<file path="config.mk">
export PLATFORM = sky130hd
export DESIGN_NAME = rdc_config_detect
export DESIGN_NICKNAME = d
export VERILOG_FILES = /design/src/rdc_level_decode.v /design/src/rdc_config_detect.v
export VERILOG_INCLUDE_DIRS = /design/src /design/src/inc
export SDC_FILE = /design/constraint.sdc
export NUM_CORES = 1
export LEC_CHECK = 0
export BUFFER_PORTS_ARGS = -buffer_cell sky130_fd_sc_hd__buf_2
export CORE_AREA = 2 2 135 170
export CTS_BUF_LIST = sky130_fd_sc_hd__clkbuf_4 sky130_fd_sc_hd__clkbuf_8
export CTS_CLUSTER_SIZE = 16
export DETAILED_ROUTE_END_ITERATION = 16
export DIE_AREA = 0 0 137 172
export HOLD_SLACK_MARGIN = 0.06
export PLACE_DENSITY = 0.86
export SLEW_MARGIN = 20
export SYNTH_ARGS = -nofsm -noshare
export SYNTH_HDL_FRONTEND = slang
export SYNTH_SLANG_ARGS = --single-unit
</file>
<file path="constraint.sdc">
create_clock -name CLOCK -period 2.8 [get_ports CLOCK]
set_input_delay 0.14 -clock CLOCK [delete_from_list [all_inputs] [get_ports CLOCK]]
set_output_delay 0.14 -clock CLOCK [all_outputs]
set_load 0.01 [all_outputs]
</file>
<file path="src/inc/rdc_defines.vh">
`ifndef RDC_DEFINES_VH
`define RDC_DEFINES_VH

// Five resolved levels of a strap input
`define RDC_LVL0 3'h0
`define RDC_LVL1 3'h1
`define RDC_LVL2 3'h2
`define RDC_LVL3 3'h3
`define RDC_LVL4 3'h4

// Channel window: ADDR[4]=0, ADDR[3:2]=channel, ADDR[1:0]=field
`define RDC_FLD_BOOST  2'h0
`define RDC_FLD_SHAPE  2'h1
`define RDC_FLD_DETECT 2'h2
`define RDC_ADDR_STATUS 5'h10
`define RDC_ADDR_STRAPS 5'h11

// Field positions
`define RDC_BOOST_ST1_LSB 0
`define RDC_BOOST_ST2_LSB 4
`define RDC_BOOST_SKIP    7
`define RDC_SHAPE_PRF_LSB 0
`define RDC_SHAPE_GN_LSB  4
`define RDC_DET_TRIG      0

// Reset values
`define RDC_RST_BOOST 8'h00
`define RDC_RST_SHAPE 8'h50
`define RDC_RST_RDATA 8'h00

// Consecutive valid detections needed per policy
`define RDC_NEED_L1 2'h3
`define RDC_NEED_L2 2'h2
`define RDC_NEED_L4 2'h1

// Timing
`define RDC_CLK_PERIOD_NS 20
`define RDC_POLL_TIME_US  150

`endif

</file>
<file path="src/rdc_level_decode.v">
`timescale 1ns/1ps
`include "rdc_defines.vh"

// Turns the comparator ladder of one five-level strap into a level number
module rdc_level_decode (
  input  wire [3:0] thermo,
  output reg  [2:0] level
);

  // Highest tripped comparator wins, so a glitchy lower bit cannot lower the level
  always @* begin
    casez (thermo)
      4'b1???: level = `RDC_LVL4; // Floating pin pulls above every threshold
      4'b01??: level = `RDC_LVL3;
      4'b001?: level = `RDC_LVL2;
      4'b0001: level = `RDC_LVL1;
      default: level = `RDC_LVL0;
    endcase
  end

endmodule // rdc_level_decode

</file>
<file path="src/rdc_config_detect.v">
// Overview of operation
// - Each five-level strap resolves to level zero through four; four means floating.
// - Boost, gain and detect-policy straps are captured once after power-up only.
// - Mode strap is followed continuously and the control mode re-evaluated.
// - Midband shape code writable only in register mode; strap mode uses table value.
// - Strap mode: one boost for all channels; register mode: per-channel boost.
// - Boost index equals five times high level plus low level, up to 24; indices 19 and above share one row.
// - Index maps to stage codes, shape code and skip bit set for indices 0-4.
// - Strap mode: gain strap sets all channels; register mode: per-channel gain code.
// - Gain levels 0,1,2,3,float map to codes 0,1,3,7,5.
// - Detect starts at power-up, on power-down or path-select event, or by write.
// - Pin events start all four channels; a register trigger starts one channel.
// - Power-down low and policy level zero: no detection, termination always 50 ohm.
// - Policy level one: keep polling, declare after three consecutive valid detections.
// - Policy level two: declare after two consecutive detections; level three reserved.
// - Floating policy: retry about every 150 us until termination is found.
// - Polling policies hold high impedance until detection, then switch to 50 ohm.
// - Power-down high resets channels, high impedance termination, standby.
// - Register mode when the mode strap resolves to level two, else straps.
`timescale 1ns/1ps
`include "rdc_defines.vh"

module rdc_config_detect #(
  parameter integer POLL_CYCLES = (`RDC_POLL_TIME_US * 1000) / `RDC_CLK_PERIOD_NS
) (
  input  wire        CLOCK,
  input  wire        RSTN,
  input  wire        CE,
  input  wire [3:0]  BOOST_LEVEL_HI_PIN,
  input  wire [3:0]  BOOST_LEVEL_LO_PIN,
  input  wire [3:0]  GAIN_LEVEL_PIN,
  input  wire [3:0]  CONFIG_MODE_PIN,
  input  wire [3:0]  DETECT_POLICY_PIN,
  input  wire        POWER_DOWN_PIN,
  input  wire        PATH_SELECT_PIN,
  input  wire [3:0]  FAR_END_TERM_SENSE,
  input  wire [4:0]  ADDR,
  input  wire [7:0]  WDATA,
  input  wire        WSTB,
  input  wire        RSTB,
  output reg  [7:0]  RDATA,
  output wire [15:0] FIRST_BOOST_STAGE_CODE,
  output wire [11:0] SECOND_BOOST_STAGE_CODE,
  output wire [15:0] MIDBAND_SHAPE_CODE,
  output wire [3:0]  FIRST_STAGE_SKIP,
  output wire [11:0] FLAT_GAIN_CODE,
  output wire [3:0]  TERM_50_OHM,
  output wire [3:0]  DETECT_DONE,
  output reg         REG_MODE,
  output reg         STANDBY
);

  localparam [1:0]  ST_OFF    = 2'h0;
  localparam [1:0]  ST_POLL   = 2'h1;
  localparam [1:0]  ST_DONE   = 2'h2;
  localparam [1:0]  ST_BUFFER = 2'h3;
  localparam [12:0] POLL_LAST = POLL_CYCLES[12:0] - 13'h0001; // Timer is 13 bits wide, enough for 150 us

  wire [19:0] strap_pins;
  wire [14:0] strap_lvl;
  reg  [2:0]  boost_hi;
  reg  [2:0]  boost_lo;
  reg  [2:0]  gain_lvl;
  reg  [2:0]  policy_lvl;
  reg  [2:0]  mode_lvl;
  reg         captured;
  reg         pu_start;
  reg         pd_q;
  reg         sel_q;
  wire        pin_start;
  wire [4:0]  boost_index;
  wire [11:0] strap_row;
  wire [2:0]  strap_gain;
  reg  [1:0]  need;
  wire [31:0] all_boost;
  wire [31:0] all_shape;
  wire [31:0] all_detect;
  wire        chan_addr;
  wire [1:0]  addr_ch;
  reg  [7:0]  next_rdata;

  // Boost row packed as {skip, shape[3:0], stage2[2:0], stage1[3:0]}
  function [11:0] boost_row;
    input [4:0] idx;
    begin
      case (idx)
        5'h00:   boost_row = {1'h1, 4'h0, 3'h0, 4'h0};
        5'h01:   boost_row = {1'h1, 4'h0, 3'h0, 4'h1};
        5'h02:   boost_row = {1'h1, 4'h0, 3'h0, 4'h3};
        5'h03:   boost_row = {1'h1, 4'h0, 3'h0, 4'h7};
        5'h04:   boost_row = {1'h1, 4'h0, 3'h1, 4'h7};
        5'h05:   boost_row = {1'h0, 4'h1, 3'h0, 4'h0};
        5'h06:   boost_row = {1'h0, 4'h1, 3'h0, 4'h1};
        5'h07:   boost_row = {1'h0, 4'h1, 3'h0, 4'h2};
        5'h08:   boost_row = {1'h0, 4'h3, 3'h0, 4'h3};
        5'h09:   boost_row = {1'h0, 4'h3, 3'h0, 4'h4};
        5'h0a:   boost_row = {1'h0, 4'h7, 3'h1, 4'h5};
        5'h0b:   boost_row = {1'h0, 4'h7, 3'h1, 4'h6};
        5'h0c:   boost_row = {1'h0, 4'h7, 3'h1, 4'h8};
        5'h0d:   boost_row = {1'h0, 4'h7, 3'h1, 4'ha};
        5'h0e:   boost_row = {1'h0, 4'hf, 3'h2, 4'ha};
        5'h0f:   boost_row = {1'h0, 4'hf, 3'h3, 4'hb};
        5'h10:   boost_row = {1'h0, 4'hf, 3'h4, 4'hc};
        5'h11:   boost_row = {1'h0, 4'hf, 3'h5, 4'hd};
        5'h12:   boost_row = {1'h0, 4'hf, 3'h6, 4'he};
        default: boost_row = {1'h0, 4'hf, 3'h7, 4'hf}; // Index 19 and any overrange
      endcase
    end
  endfunction

  // Gain strap level to flat gain code
  function [2:0] gain_map;
    input [2:0] lvl;
    begin
      case (lvl)
        `RDC_LVL0: gain_map = 3'h0;
        `RDC_LVL1: gain_map = 3'h1;
        `RDC_LVL2: gain_map = 3'h3;
        `RDC_LVL3: gain_map = 3'h7;
        default:   gain_map = 3'h5;
      endcase
    end
  endfunction

  // One ladder decoder per strap pin
  assign strap_pins = {DETECT_POLICY_PIN, CONFIG_MODE_PIN, GAIN_LEVEL_PIN, BOOST_LEVEL_LO_PIN, BOOST_LEVEL_HI_PIN};

  genvar p;
  generate
    for (p = 0; p < 5; p = p + 1) begin : g_strap
      rdc_level_decode u_dec (
        .thermo (strap_pins[p*4 +: 4]),
        .level  (strap_lvl[p*3 +: 3])
      );
    end
  endgenerate

  // Sample-once straps are caught on the first enabled edge after reset release
  always @(posedge CLOCK or negedge RSTN) begin
    if (!RSTN) begin
      boost_hi   <= `RDC_LVL0;
      boost_lo   <= `RDC_LVL0;
      gain_lvl   <= `RDC_LVL4;
      policy_lvl <= `RDC_LVL4;
      captured   <= 1'b0;
      pu_start   <= 1'b0;
    end else if (CE) begin
      pu_start <= 1'b0;
      if (!captured) begin
        boost_hi   <= strap_lvl[2:0];
        boost_lo   <= strap_lvl[5:3];
        gain_lvl   <= strap_lvl[8:6];
        policy_lvl <= strap_lvl[14:12];
        captured   <= 1'b1;
        pu_start   <= 1'b1;             // Power-up detect kick
      end
    end
  end

  // Mode strap is live, so the mode can flip while traffic runs
  always @(posedge CLOCK or negedge RSTN) begin
    if (!RSTN) begin
      mode_lvl <= `RDC_LVL0;
      REG_MODE <= 1'b0;
      STANDBY  <= 1'b0;
      pd_q     <= 1'b0;
      sel_q    <= 1'b0;
    end else if (CE) begin
      mode_lvl <= strap_lvl[11:9];
      REG_MODE <= (strap_lvl[11:9] == `RDC_LVL2);
      STANDBY  <= POWER_DOWN_PIN;
      pd_q     <= POWER_DOWN_PIN;
      sel_q    <= PATH_SELECT_PIN;
    end
  end

  // Power-down release or a path-select flip restarts every channel
  assign pin_start = pu_start | (pd_q & ~POWER_DOWN_PIN) | (sel_q ^ PATH_SELECT_PIN);

  assign boost_index = {boost_hi[2:0], 2'h0} + {2'h0, boost_hi} + {2'h0, boost_lo};
  assign strap_row   = boost_row(boost_index);
  assign strap_gain  = gain_map(gain_lvl);

  // Reserved level three polls like floating: safest toward a link partner
  always @* begin
    case (policy_lvl)
      `RDC_LVL1: need = `RDC_NEED_L1;
      `RDC_LVL2: need = `RDC_NEED_L2;
      default:   need = `RDC_NEED_L4;
    endcase
  end

  assign chan_addr = ~ADDR[4];
  assign addr_ch   = ADDR[3:2];

  genvar c;
  generate
    for (c = 0; c < 4; c = c + 1) begin : g_ch
      reg  [7:0]  boost_reg;
      reg  [7:0]  shape_reg;
      reg  [1:0]  st;
      reg  [12:0] tmr;
      reg  [1:0]  cnt;
      reg         term;
      reg         done_q;
      reg  [3:0]  o_st1;
      reg  [2:0]  o_st2;
      reg  [3:0]  o_prf;
      reg         o_skip;
      reg  [2:0]  o_gain;
      wire        wr_sel;
      wire        trig;
      wire [1:0]  cnt_inc;

      assign wr_sel  = WSTB & chan_addr & (addr_ch == c);
      assign trig    = wr_sel & (ADDR[1:0] == `RDC_FLD_DETECT) & WDATA[`RDC_DET_TRIG];
      assign cnt_inc = cnt + 2'h1;

      // Channel registers; the shape code is locked while straps rule
      always @(posedge CLOCK or negedge RSTN) begin
        if (!RSTN) begin
          boost_reg <= `RDC_RST_BOOST;
          shape_reg <= `RDC_RST_SHAPE;
        end else if (CE) begin
          if (wr_sel && ADDR[1:0] == `RDC_FLD_BOOST)
            boost_reg <= WDATA;
          if (wr_sel && ADDR[1:0] == `RDC_FLD_SHAPE) begin
            shape_reg[7:4] <= {1'b0, WDATA[6:4]};
            if (REG_MODE)
              shape_reg[3:0] <= WDATA[3:0];
          end
        end
      end

      // Equalizer and gain drive, registered so outputs never glitch on mode change
      always @(posedge CLOCK or negedge RSTN) begin
        if (!RSTN) begin
          o_st1  <= 4'h0;
          o_st2  <= 3'h0;
          o_prf  <= 4'h0;
          o_skip <= 1'b0;
          o_gain <= 3'h0;
        end else if (CE) begin
          if (REG_MODE) begin
            o_st1  <= boost_reg[`RDC_BOOST_ST1_LSB +: 4];
            o_st2  <= boost_reg[`RDC_BOOST_ST2_LSB +: 3];
            o_skip <= boost_reg[`RDC_BOOST_SKIP];
            o_prf  <= shape_reg[`RDC_SHAPE_PRF_LSB +: 4];
            o_gain <= shape_reg[`RDC_SHAPE_GN_LSB +: 3];
          end else begin
            o_st1  <= strap_row[3:0];
            o_st2  <= strap_row[6:4];
            o_prf  <= strap_row[10:7];
            o_skip <= strap_row[11];
            o_gain <= strap_gain;
          end
        end
      end

      // Far-end termination detect, one independent machine per channel
      always @(posedge CLOCK or negedge RSTN) begin
        if (!RSTN) begin
          st   <= ST_OFF;
          tmr  <= 13'h0000;
          cnt  <= 2'h0;
          term <= 1'b0;
          done_q <= 1'b0;
        end else if (CE) begin
          if (POWER_DOWN_PIN) begin
            st   <= ST_OFF;
            tmr  <= 13'h0000;
            cnt  <= 2'h0;
            term <= 1'b0;
            done_q <= 1'b0;
          end else if (captured && policy_lvl == `RDC_LVL0) begin
            st   <= ST_BUFFER;
            cnt  <= 2'h0;
            term <= 1'b1;
            done_q <= 1'b0;
          end else if (pin_start || trig) begin
            st   <= ST_POLL;
            tmr  <= 13'h0000;
            cnt  <= 2'h0;
            term <= 1'b0;
            done_q <= 1'b0;
          end else begin
            case (st)
              ST_POLL: begin
                if (tmr == POLL_LAST) begin
                  tmr <= 13'h0000;
                  if (FAR_END_TERM_SENSE[c]) begin
                    if (cnt_inc >= need) begin
                      st   <= ST_DONE;
                      term <= 1'b1;
                      done_q <= 1'b1;  // Flag kept in its own flop so the port never glitches
                    end else
                      cnt <= cnt_inc;
                  end else
                    cnt <= 2'h0;
                end else
                  tmr <= tmr + 13'h0001;
              end
              ST_DONE:   term <= 1'b1;
              ST_BUFFER: st <= ST_OFF; // Policy left level zero, wait for a start
              default:   term <= 1'b0;
            endcase
          end
        end
      end

      assign FIRST_BOOST_STAGE_CODE[c*4 +: 4]  = o_st1;
      assign SECOND_BOOST_STAGE_CODE[c*3 +: 3] = o_st2;
      assign MIDBAND_SHAPE_CODE[c*4 +: 4]      = o_prf;
      assign FIRST_STAGE_SKIP[c]               = o_skip;
      assign FLAT_GAIN_CODE[c*3 +: 3]          = o_gain;
      assign TERM_50_OHM[c]                    = term;
      assign DETECT_DONE[c]                    = done_q;
      assign all_boost[c*8 +: 8]  = boost_reg;
      assign all_shape[c*8 +: 8]  = shape_reg;
      assign all_detect[c*8 +: 8] = {2'h0, term, st, cnt, 1'b0}; // Trigger bit reads zero
    end
  endgenerate

  // Read mux; unmapped addresses answer zero
  always @* begin
    next_rdata = `RDC_RST_RDATA;
    if (chan_addr) begin
      case (ADDR[1:0])
        `RDC_FLD_BOOST:  next_rdata = all_boost[addr_ch*8 +: 8];
        `RDC_FLD_SHAPE:  next_rdata = all_shape[addr_ch*8 +: 8];
        `RDC_FLD_DETECT: next_rdata = all_detect[addr_ch*8 +: 8];
        default:         next_rdata = `RDC_RST_RDATA;
      endcase
    end else if (ADDR == `RDC_ADDR_STATUS)
      next_rdata = {STANDBY, REG_MODE, policy_lvl, mode_lvl};
    else if (ADDR == `RDC_ADDR_STRAPS)
      next_rdata = {gain_lvl[1:0], boost_lo, boost_hi};
  end

  // Read data stands for exactly one cycle after the strobe
  always @(posedge CLOCK or negedge RSTN) begin
    if (!RSTN)
      RDATA <= `RDC_RST_RDATA;
    else if (CE)
      RDATA <= RSTB ? next_rdata : `RDC_RST_RDATA;
  end

endmodule // rdc_config_detect

</file>
==> results.py, run 1 <==
metrics = {
    "status": {
        "status": "finished clean",
    },
    "grt": {
        "grt.total_usage_pct": 29.5,
        "grt_max_degree": 97,
        "grt_pass1_vias": 10700,
        "grt_pass1_wl_um": 55000,
        "antenna_found_initial": 0,
        "grt-ovfl-total": 0,
    },
    "layout": {
        "stdcell_count": 1670,
        "multiInputGateArea_um2": 6020,
        "fillCellCount": 1598,
        "area_growth_pct": 18.3,
        "largest_reg_flops": 52,
        "drive_gt1_share_pct": 26.2,
        "diodes": 0,
        "ff_latch_area_um2": 5620,
        "fin_nets": 1433,
    },
    "detailed_routing": {
        "drtIter0Drc": 1123,
        "drc": 0,
        "finalWirelength_um": 34800,
        "viasPerCell": 6.47,
        "first_pass_iters": 6,
        "wl_per_cell_um": 20.8,
        "drtAntennaViolNets": 0,
        "vias": 10800,
    },
    "power": {
        "power_density_nw_per_um2": 627,
        "p_leak_nw": 6.49,
        "vdd_drop_max_mv": 0.471,
    },
    "die": {
        "design.core.area_um2": 22000,
        "die_area_um2": 23600,
        "die_h_um": 172,
        "rows": 61,
        "die_x_um": 137,
        "num_io_pins": 122,
        "start_util_pct": 54.8,
    },
    "synth": {
        "synthesis.nets": 1268,
        "synth_cells": 1198,
        "ys_top_cells_by_area": "dfrtp_1, mux2_2, o21ai_0",
        "ys_ff_latch": 224,
        "ys_warn_count": 0,
        "seq_area_frac_synth_pct": 46.6,
        "netlist.area_leader.share_pct": 44.4,
        "synth_top_cell_by_area": "dfrtp_1",
        "synth_area_per_cell_um2": 10.1,
        "synth_edf_count": 0,
        "netlist_area_um2": 12100,
        "yosysMostFrequentCell": "dfrtp_1",
        "synth_async_sr_flop_share_pct": 100,
        "ys_types": 83,
        "synth_top_cells_by_count": "dfrtp_1, nand2_1, o21ai_0, mux2_2, nor2_1",
        "synthFlopType": "dfrtp_1",
    },
    "sta": {
        "fmax_ghz": 0.368,
        "timing.slew.headroom_pct": 25.2,
        "hold_violations": 0,
        "finClkSkew_ps": 30.0,
        "tightest_slew_ps": 1110,
        "setup_ws_ps": 83.8,
        "slew_viol_final": 0,
        "post-route-period-util_pct": 97.0,
        "setup_viol": 0,
        "post-route-min-period_ps": 2720,
        "hold_ws_ps": 179,
    },
    "cts": {
        "numClockSinks": 224,
        "htree_levels": 2,
        "post_cts.repair.setup_buffers": 0,
        "cts_buffers": 36,
        "cts_tree": "done",
        "clkTransAtPathRegs_ps": 60,
        "worstSkewPairLatency_ps": 550,
        "cts_max_path_buffers": 3,
        "clock-root-buffer": "clkbuf_8",
    },
    "critical_path": {
        "arrival_ps": 3120,
        "critPathKind": "flop to flop",
        "worstPathRequired_ps": 3200,
        "rrSetupSlack_ps": 80,
        "end_kind": "flop",
        "start_kind": "flop",
        "worstPathMaxFanout": 7,
    },
    "min_path": {
        "hp-class": "input pin to flop",
    },
    "placed_design": {
        "pre_cts_ws_ps": -73.5,
        "io_buffers": 121,
        "routabilityCongestion": 1.00,
        "hpwlAfterDp_um": 23800,
        "dp.cells": 1568,
    },
    "flow_run": {
        "cap_violations": 0,
    },
}
stage by stage:
| stage | util, % | total power, mW | instance area, um^2 | TNS (ps) |
|---|---|---|---|---|
| finish | 64.9 | 8.94 | 14300 | 0 |
| global route | 64.9 | 9.33 | 14300 | -3.88 |
| CTS | 64.7 | 8.88 | 14200 | 0 |
| detailed placement | 59.3 | 5.86 | 13000 | -240 |
| global placement | 59.3 | 5.78 | 13000 | 0 |
| floorplan | - | 5.06 | 12100 | 0 |
layer usage:
layer	global-route usage, %	wire length [um]	up-vias
li1	-	-	4796
met1	35.6	13200	5295
met2	49.0	17100	566
met3	5.01	2450	148
met4	18.6	2100	0
met5	0	0	-
placed cells by master, fill, tap and decap left out, types with 13 or more instances in the layout:
cell type / netlist / layout
mux2_2: 76 / 76
a311oi_1: 16 / 16
ha_1: 24 / 23
dlygate4sd3_1: 0 / 40
nand2_1: 124 / 124
nor3_1: 31 / 30
nor4_1: 19 / 19
o21ai_0: 94 / 93
buf_4: 12 / 41
nor2_1: 71 / 70
nand2b_1: 20 / 20
or3_1: 13 / 13
buf_2: 10 / 120
inv_1: 32 / 31
clkbuf_8: 0 / 45
dfrtp_1: 214 / 214
o31ai_1: 28 / 28
a22o_1: 29 / 29
a21oi_1: 56 / 56
and3_1: 41 / 41
nor2b_1: 15 / 15
nand3_1: 28 / 28
worst paths after layout:
| kind | startpoint | end | cells after the start |
|---|---|---|---|
| min in group asynchronous | RSTN | g_ch[0].o_skip | 2 |
| min reg2reg | g_ch[0].tmr[12] | g_ch[0].tmr[12] | 1 |
| max in group asynchronous | RSTN | policy_lvl[2] | 3 |
| max | boost_hi[0] | g_ch[2].o_st1[0] | 8 |
| min | ADDR[3] | RDATA[4] | 5 |
| max reg2reg | boost_hi[0] | g_ch[2].o_st1[0] | 8 |
timing repair:
item                                   CTS  global route
gates resized for setup                  2            10
endpoints found under the hold margin  183             0
setup endpoints to repair                4            41
hold buffers                            40             0
cloned                                   0             0
power breakdown:
group | switching [mW] | internal [mW] | total (mW)
logic | 1.08 | 0.846 | 1.93
clock network | 1.31 | 1.68 | 2.99
registers | 0.365 | 3.66 | 4.02
total | 2.76 | 6.19 | 8.94
cells by family after synthesis:
group	Yosys count	share of synthesized area [%]
adder cells (fa/ha/maj)	26	2.82
AND/OR/NAND/NOR	423	18.4
XOR/XNOR	14	1.08
multiplexers	89	9.33
AO/OA/AOI/OAI	312	17.8
flip-flops	224	46.6
buffers and inverters	110	3.96
critical path: stages (launching register included):
cell and delay (ps):
dfrtp_1 400, fa_1 580, inv_1 80, fa_2 480
xor2_4 240, nand2_1 120, a221oi_2 290, a211oi_2 110
a211o_1 300
final cells by class:
class	count	share of cell area, %
Tap cell	283	2.48
Clock buffer	56	4.92
Timing Repair Buffer	205	9.70
Clock inverter	6	0.421
Multi-Input combinational cell	864	42.2
Sequential cell	224	39.4
Inverter	32	0.842
(Power assumes the default switching activity.)
==> run 2, diff against run 1 <==
--- a/config.mk
+++ b/config.mk
@@ -7,13 +7,13 @@
 export NUM_CORES = 1
 export LEC_CHECK = 0
 export BUFFER_PORTS_ARGS = -buffer_cell sky130_fd_sc_hd__buf_2
-export CORE_AREA = 2 2 135 170
+export CORE_AREA = 2 2 134 168
 export CTS_BUF_LIST = sky130_fd_sc_hd__clkbuf_4 sky130_fd_sc_hd__clkbuf_8
 export CTS_CLUSTER_SIZE = 16
 export DETAILED_ROUTE_END_ITERATION = 16
-export DIE_AREA = 0 0 137 172
+export DIE_AREA = 0 0 136 170
 export HOLD_SLACK_MARGIN = 0.06
-export PLACE_DENSITY = 0.86
+export PLACE_DENSITY = 0.84
 export SLEW_MARGIN = 20
 export SYNTH_ARGS = -nofsm -noshare
 export SYNTH_HDL_FRONTEND = slang
==> constraint.sdc (replaced) <==
create_clock -name CLOCK -period 3.2 [get_ports CLOCK]
set_input_delay 0.16 -clock CLOCK [delete_from_list [all_inputs] [get_ports CLOCK]]
set_output_delay 0.16 -clock CLOCK [all_outputs]
set_load 0.01 [all_outputs]
==> run 2 against run 1 <==
  * Combinational power down 15%
  * Power down 14%
  * Global-route usage up 0.46 points
  * Largest cell class unchanged
  * Maximum frequency down 10%
  * Critical path type unchanged
==> results.py, run 2 (synthesis gave the netlist of run 1 again) <==
metrics = {
    "status": {
        "status": "finished clean",
    },
    "layout": {
        "multiInputGateArea_um2": 5970,
        "diodes": 0,
        "area_growth_pct": 17.0,
        "layout_commonest_cell": "dfrtp_1",
        "final_cell_mix": "dfrtp_1, nand2_1, buf_2, o21ai_0, mux2_2",
        "fillCellCount": 1669,
        "ff_latch_area_um2": 5620,
        "drive_gt1_share_pct": 25.5,
        "fin_nets": 1425,
        "largest_reg_flops": 52,
        "stdcell_count": 1662,
    },
    "power": {
        "vdd_drop_max_mv": 0.334,
        "totalPowerFinal_mw": 7.73,
        "p_leak_nw": 6.44,
        "power_density_nw_per_um2": 548,
    },
    "sta": {
        "hold_violations": 0,
        "tightest_slew_ps": 1100,
        "post-route-min-period_ps": 3030,
        "slew_viol_final": 0,
        "timing.slew.headroom_pct": 26.0,
        "fmax_ghz": 0.330,
        "finClkSkew_ps": 21.3,
        "tns_ps": 0,
        "rsz0062_at_grt": "no",
        "setup_viol": 0,
        "post-route-period-util_pct": 94.8,
    },
    "die": {
        "start_util_pct": 56.1,
        "design.core.area_um2": 21500,
        "rows": 60,
        "die_x_um": 136,
        "die_h_um": 170,
        "die_area_um2": 23100,
        "num_io_pins": 122,
    },
    "placed_design": {
        "io_buffers": 121,
        "routabilityCongestion": 0.922,
        "dp.cells": 1557,
        "hpwlAfterDp_um": 23900,
    },
    "grt": {
        "grt.total_usage_pct": 30.0,
        "grt_pass1_vias": 10500,
        "grt_max_degree": 93,
        "grt-ovfl-total": 0,
        "antenna_found_initial": 0,
        "grt_pass1_wl_um": 54500,
    },
    "critical_path": {
        "cpMostUsedCell": "fa_1",
        "start_kind": "flop",
        "end_kind": "flop",
        "max_stage_delay_ps": 590,
        "cp_slowest_cell": "fa_1",
        "path_cells": "fa_1 -> inv_1 -> fa_1 -> xor2_1 -> nand2_1 -> a221oi_1 -> a211oi_1 -> a211o_1",
        "arrival_ps": 3450,
        "cp_top_family": "adder cells",
        "worstPathRequired_ps": 3620,
        "path_buf_inv": 1,
        "critPathKind": "flop to flop",
        "worstPathMaxFanout": 6,
    },
    "detailed_routing": {
        "drc": 0,
        "drtAntennaViolNets": 0,
        "finalWirelength_um": 34300,
        "first_pass_iters": 7,
        "viasPerCell": 6.42,
        "wl_per_cell_um": 20.6,
        "drtIter0Drc": 1134,
        "vias": 10700,
    },
    "cts": {
        "numClockSinks": 224,
        "htree_levels": 2,
        "cts_max_path_buffers": 3,
        "post_cts.repair.setup_buffers": 0,
        "cts_tree": "done",
        "cts_buffers": 36,
        "clkTransAtPathRegs_ps": 70,
        "clock-root-buffer": "clkbuf_8",
        "worstSkewPairLatency_ps": 540,
    },
    "flow_run": {
        "cap_violations": 0,
    },
    "min_path": {
        "hp-class": "input pin to flop",
    },
}
[run 2: metrics by stage]
step	utilization, %	worst slack [ps]	hold WS [ps]	cell area [um^2]
global route	65.7	26.7	134	14100
global placement	60.3	392	224	13000
floorplan	-	390	-136	12100
detailed placement	60.3	219	232	13000
CTS	65.6	208	78.5	14100
finish	65.7	168	107	14100
[run 2: layout make-up]
cell class                 count  area share (%)
multi-input combinational    864            42.3
sequential                   224            39.8
timing repair buffer         197            9.19
clock inverter                 3           0.142
clock buffer                  63            5.17
tap                          279            2.48
inverter                      32           0.852
[run 2: repair_timing]
| action | CTS | global route |
|---|---|---|
| hold endpoints to repair | 168 | 0 |
| hold buffers | 39 | 0 |
| gates resized for setup | 0 | 1 |
| setup endpoints to repair | 0 | 1 |
[run 2: final timing paths]
kind                                       from                 to  slack, ps  depth (start not counted)
worst max-delay path                boost_hi[0]   g_ch[2].o_st1[0]        170                          8
worst min-delay path                    ADDR[4]           RDATA[1]        110                          4
worst max register to register      boost_hi[0]   g_ch[2].o_st1[0]        170                          8
worst min register to register  g_ch[0].tmr[12]    g_ch[0].tmr[12]        480                          1
max in group asynchronous                  RSTN      policy_lvl[2]       2050                          3
min in group asynchronous                  RSTN  g_ch[1].o_gain[2]        250                          2
[run 2: per-layer routing]
| layer | vias up | share of wire, % | track usage, % |
|---|---|---|---|
| li1 | 4769 | - | - |
| met1 | 5200 | 38 | 36.6 |
| met2 | 551 | 49 | 49.8 |
| met3 | 142 | 7.5 | 5.84 |
| met4 | 0 | 5.9 | 16.6 |
| met5 | - | 0 | 0 |
[run 2: power by group]
part / internal, mW / switching, mW
registers: 3.20 / 0.314
clock network: 1.43 / 1.14
logic: 0.709 / 0.936
total: 5.34 / 2.39
[run 2: tightest hold or removal path: cells and delay by family]
| family | cells | cell delay [ps] |
|---|---|---|
| simple gates | 3 | 290 |
| buf+inv | 1 | 160 |
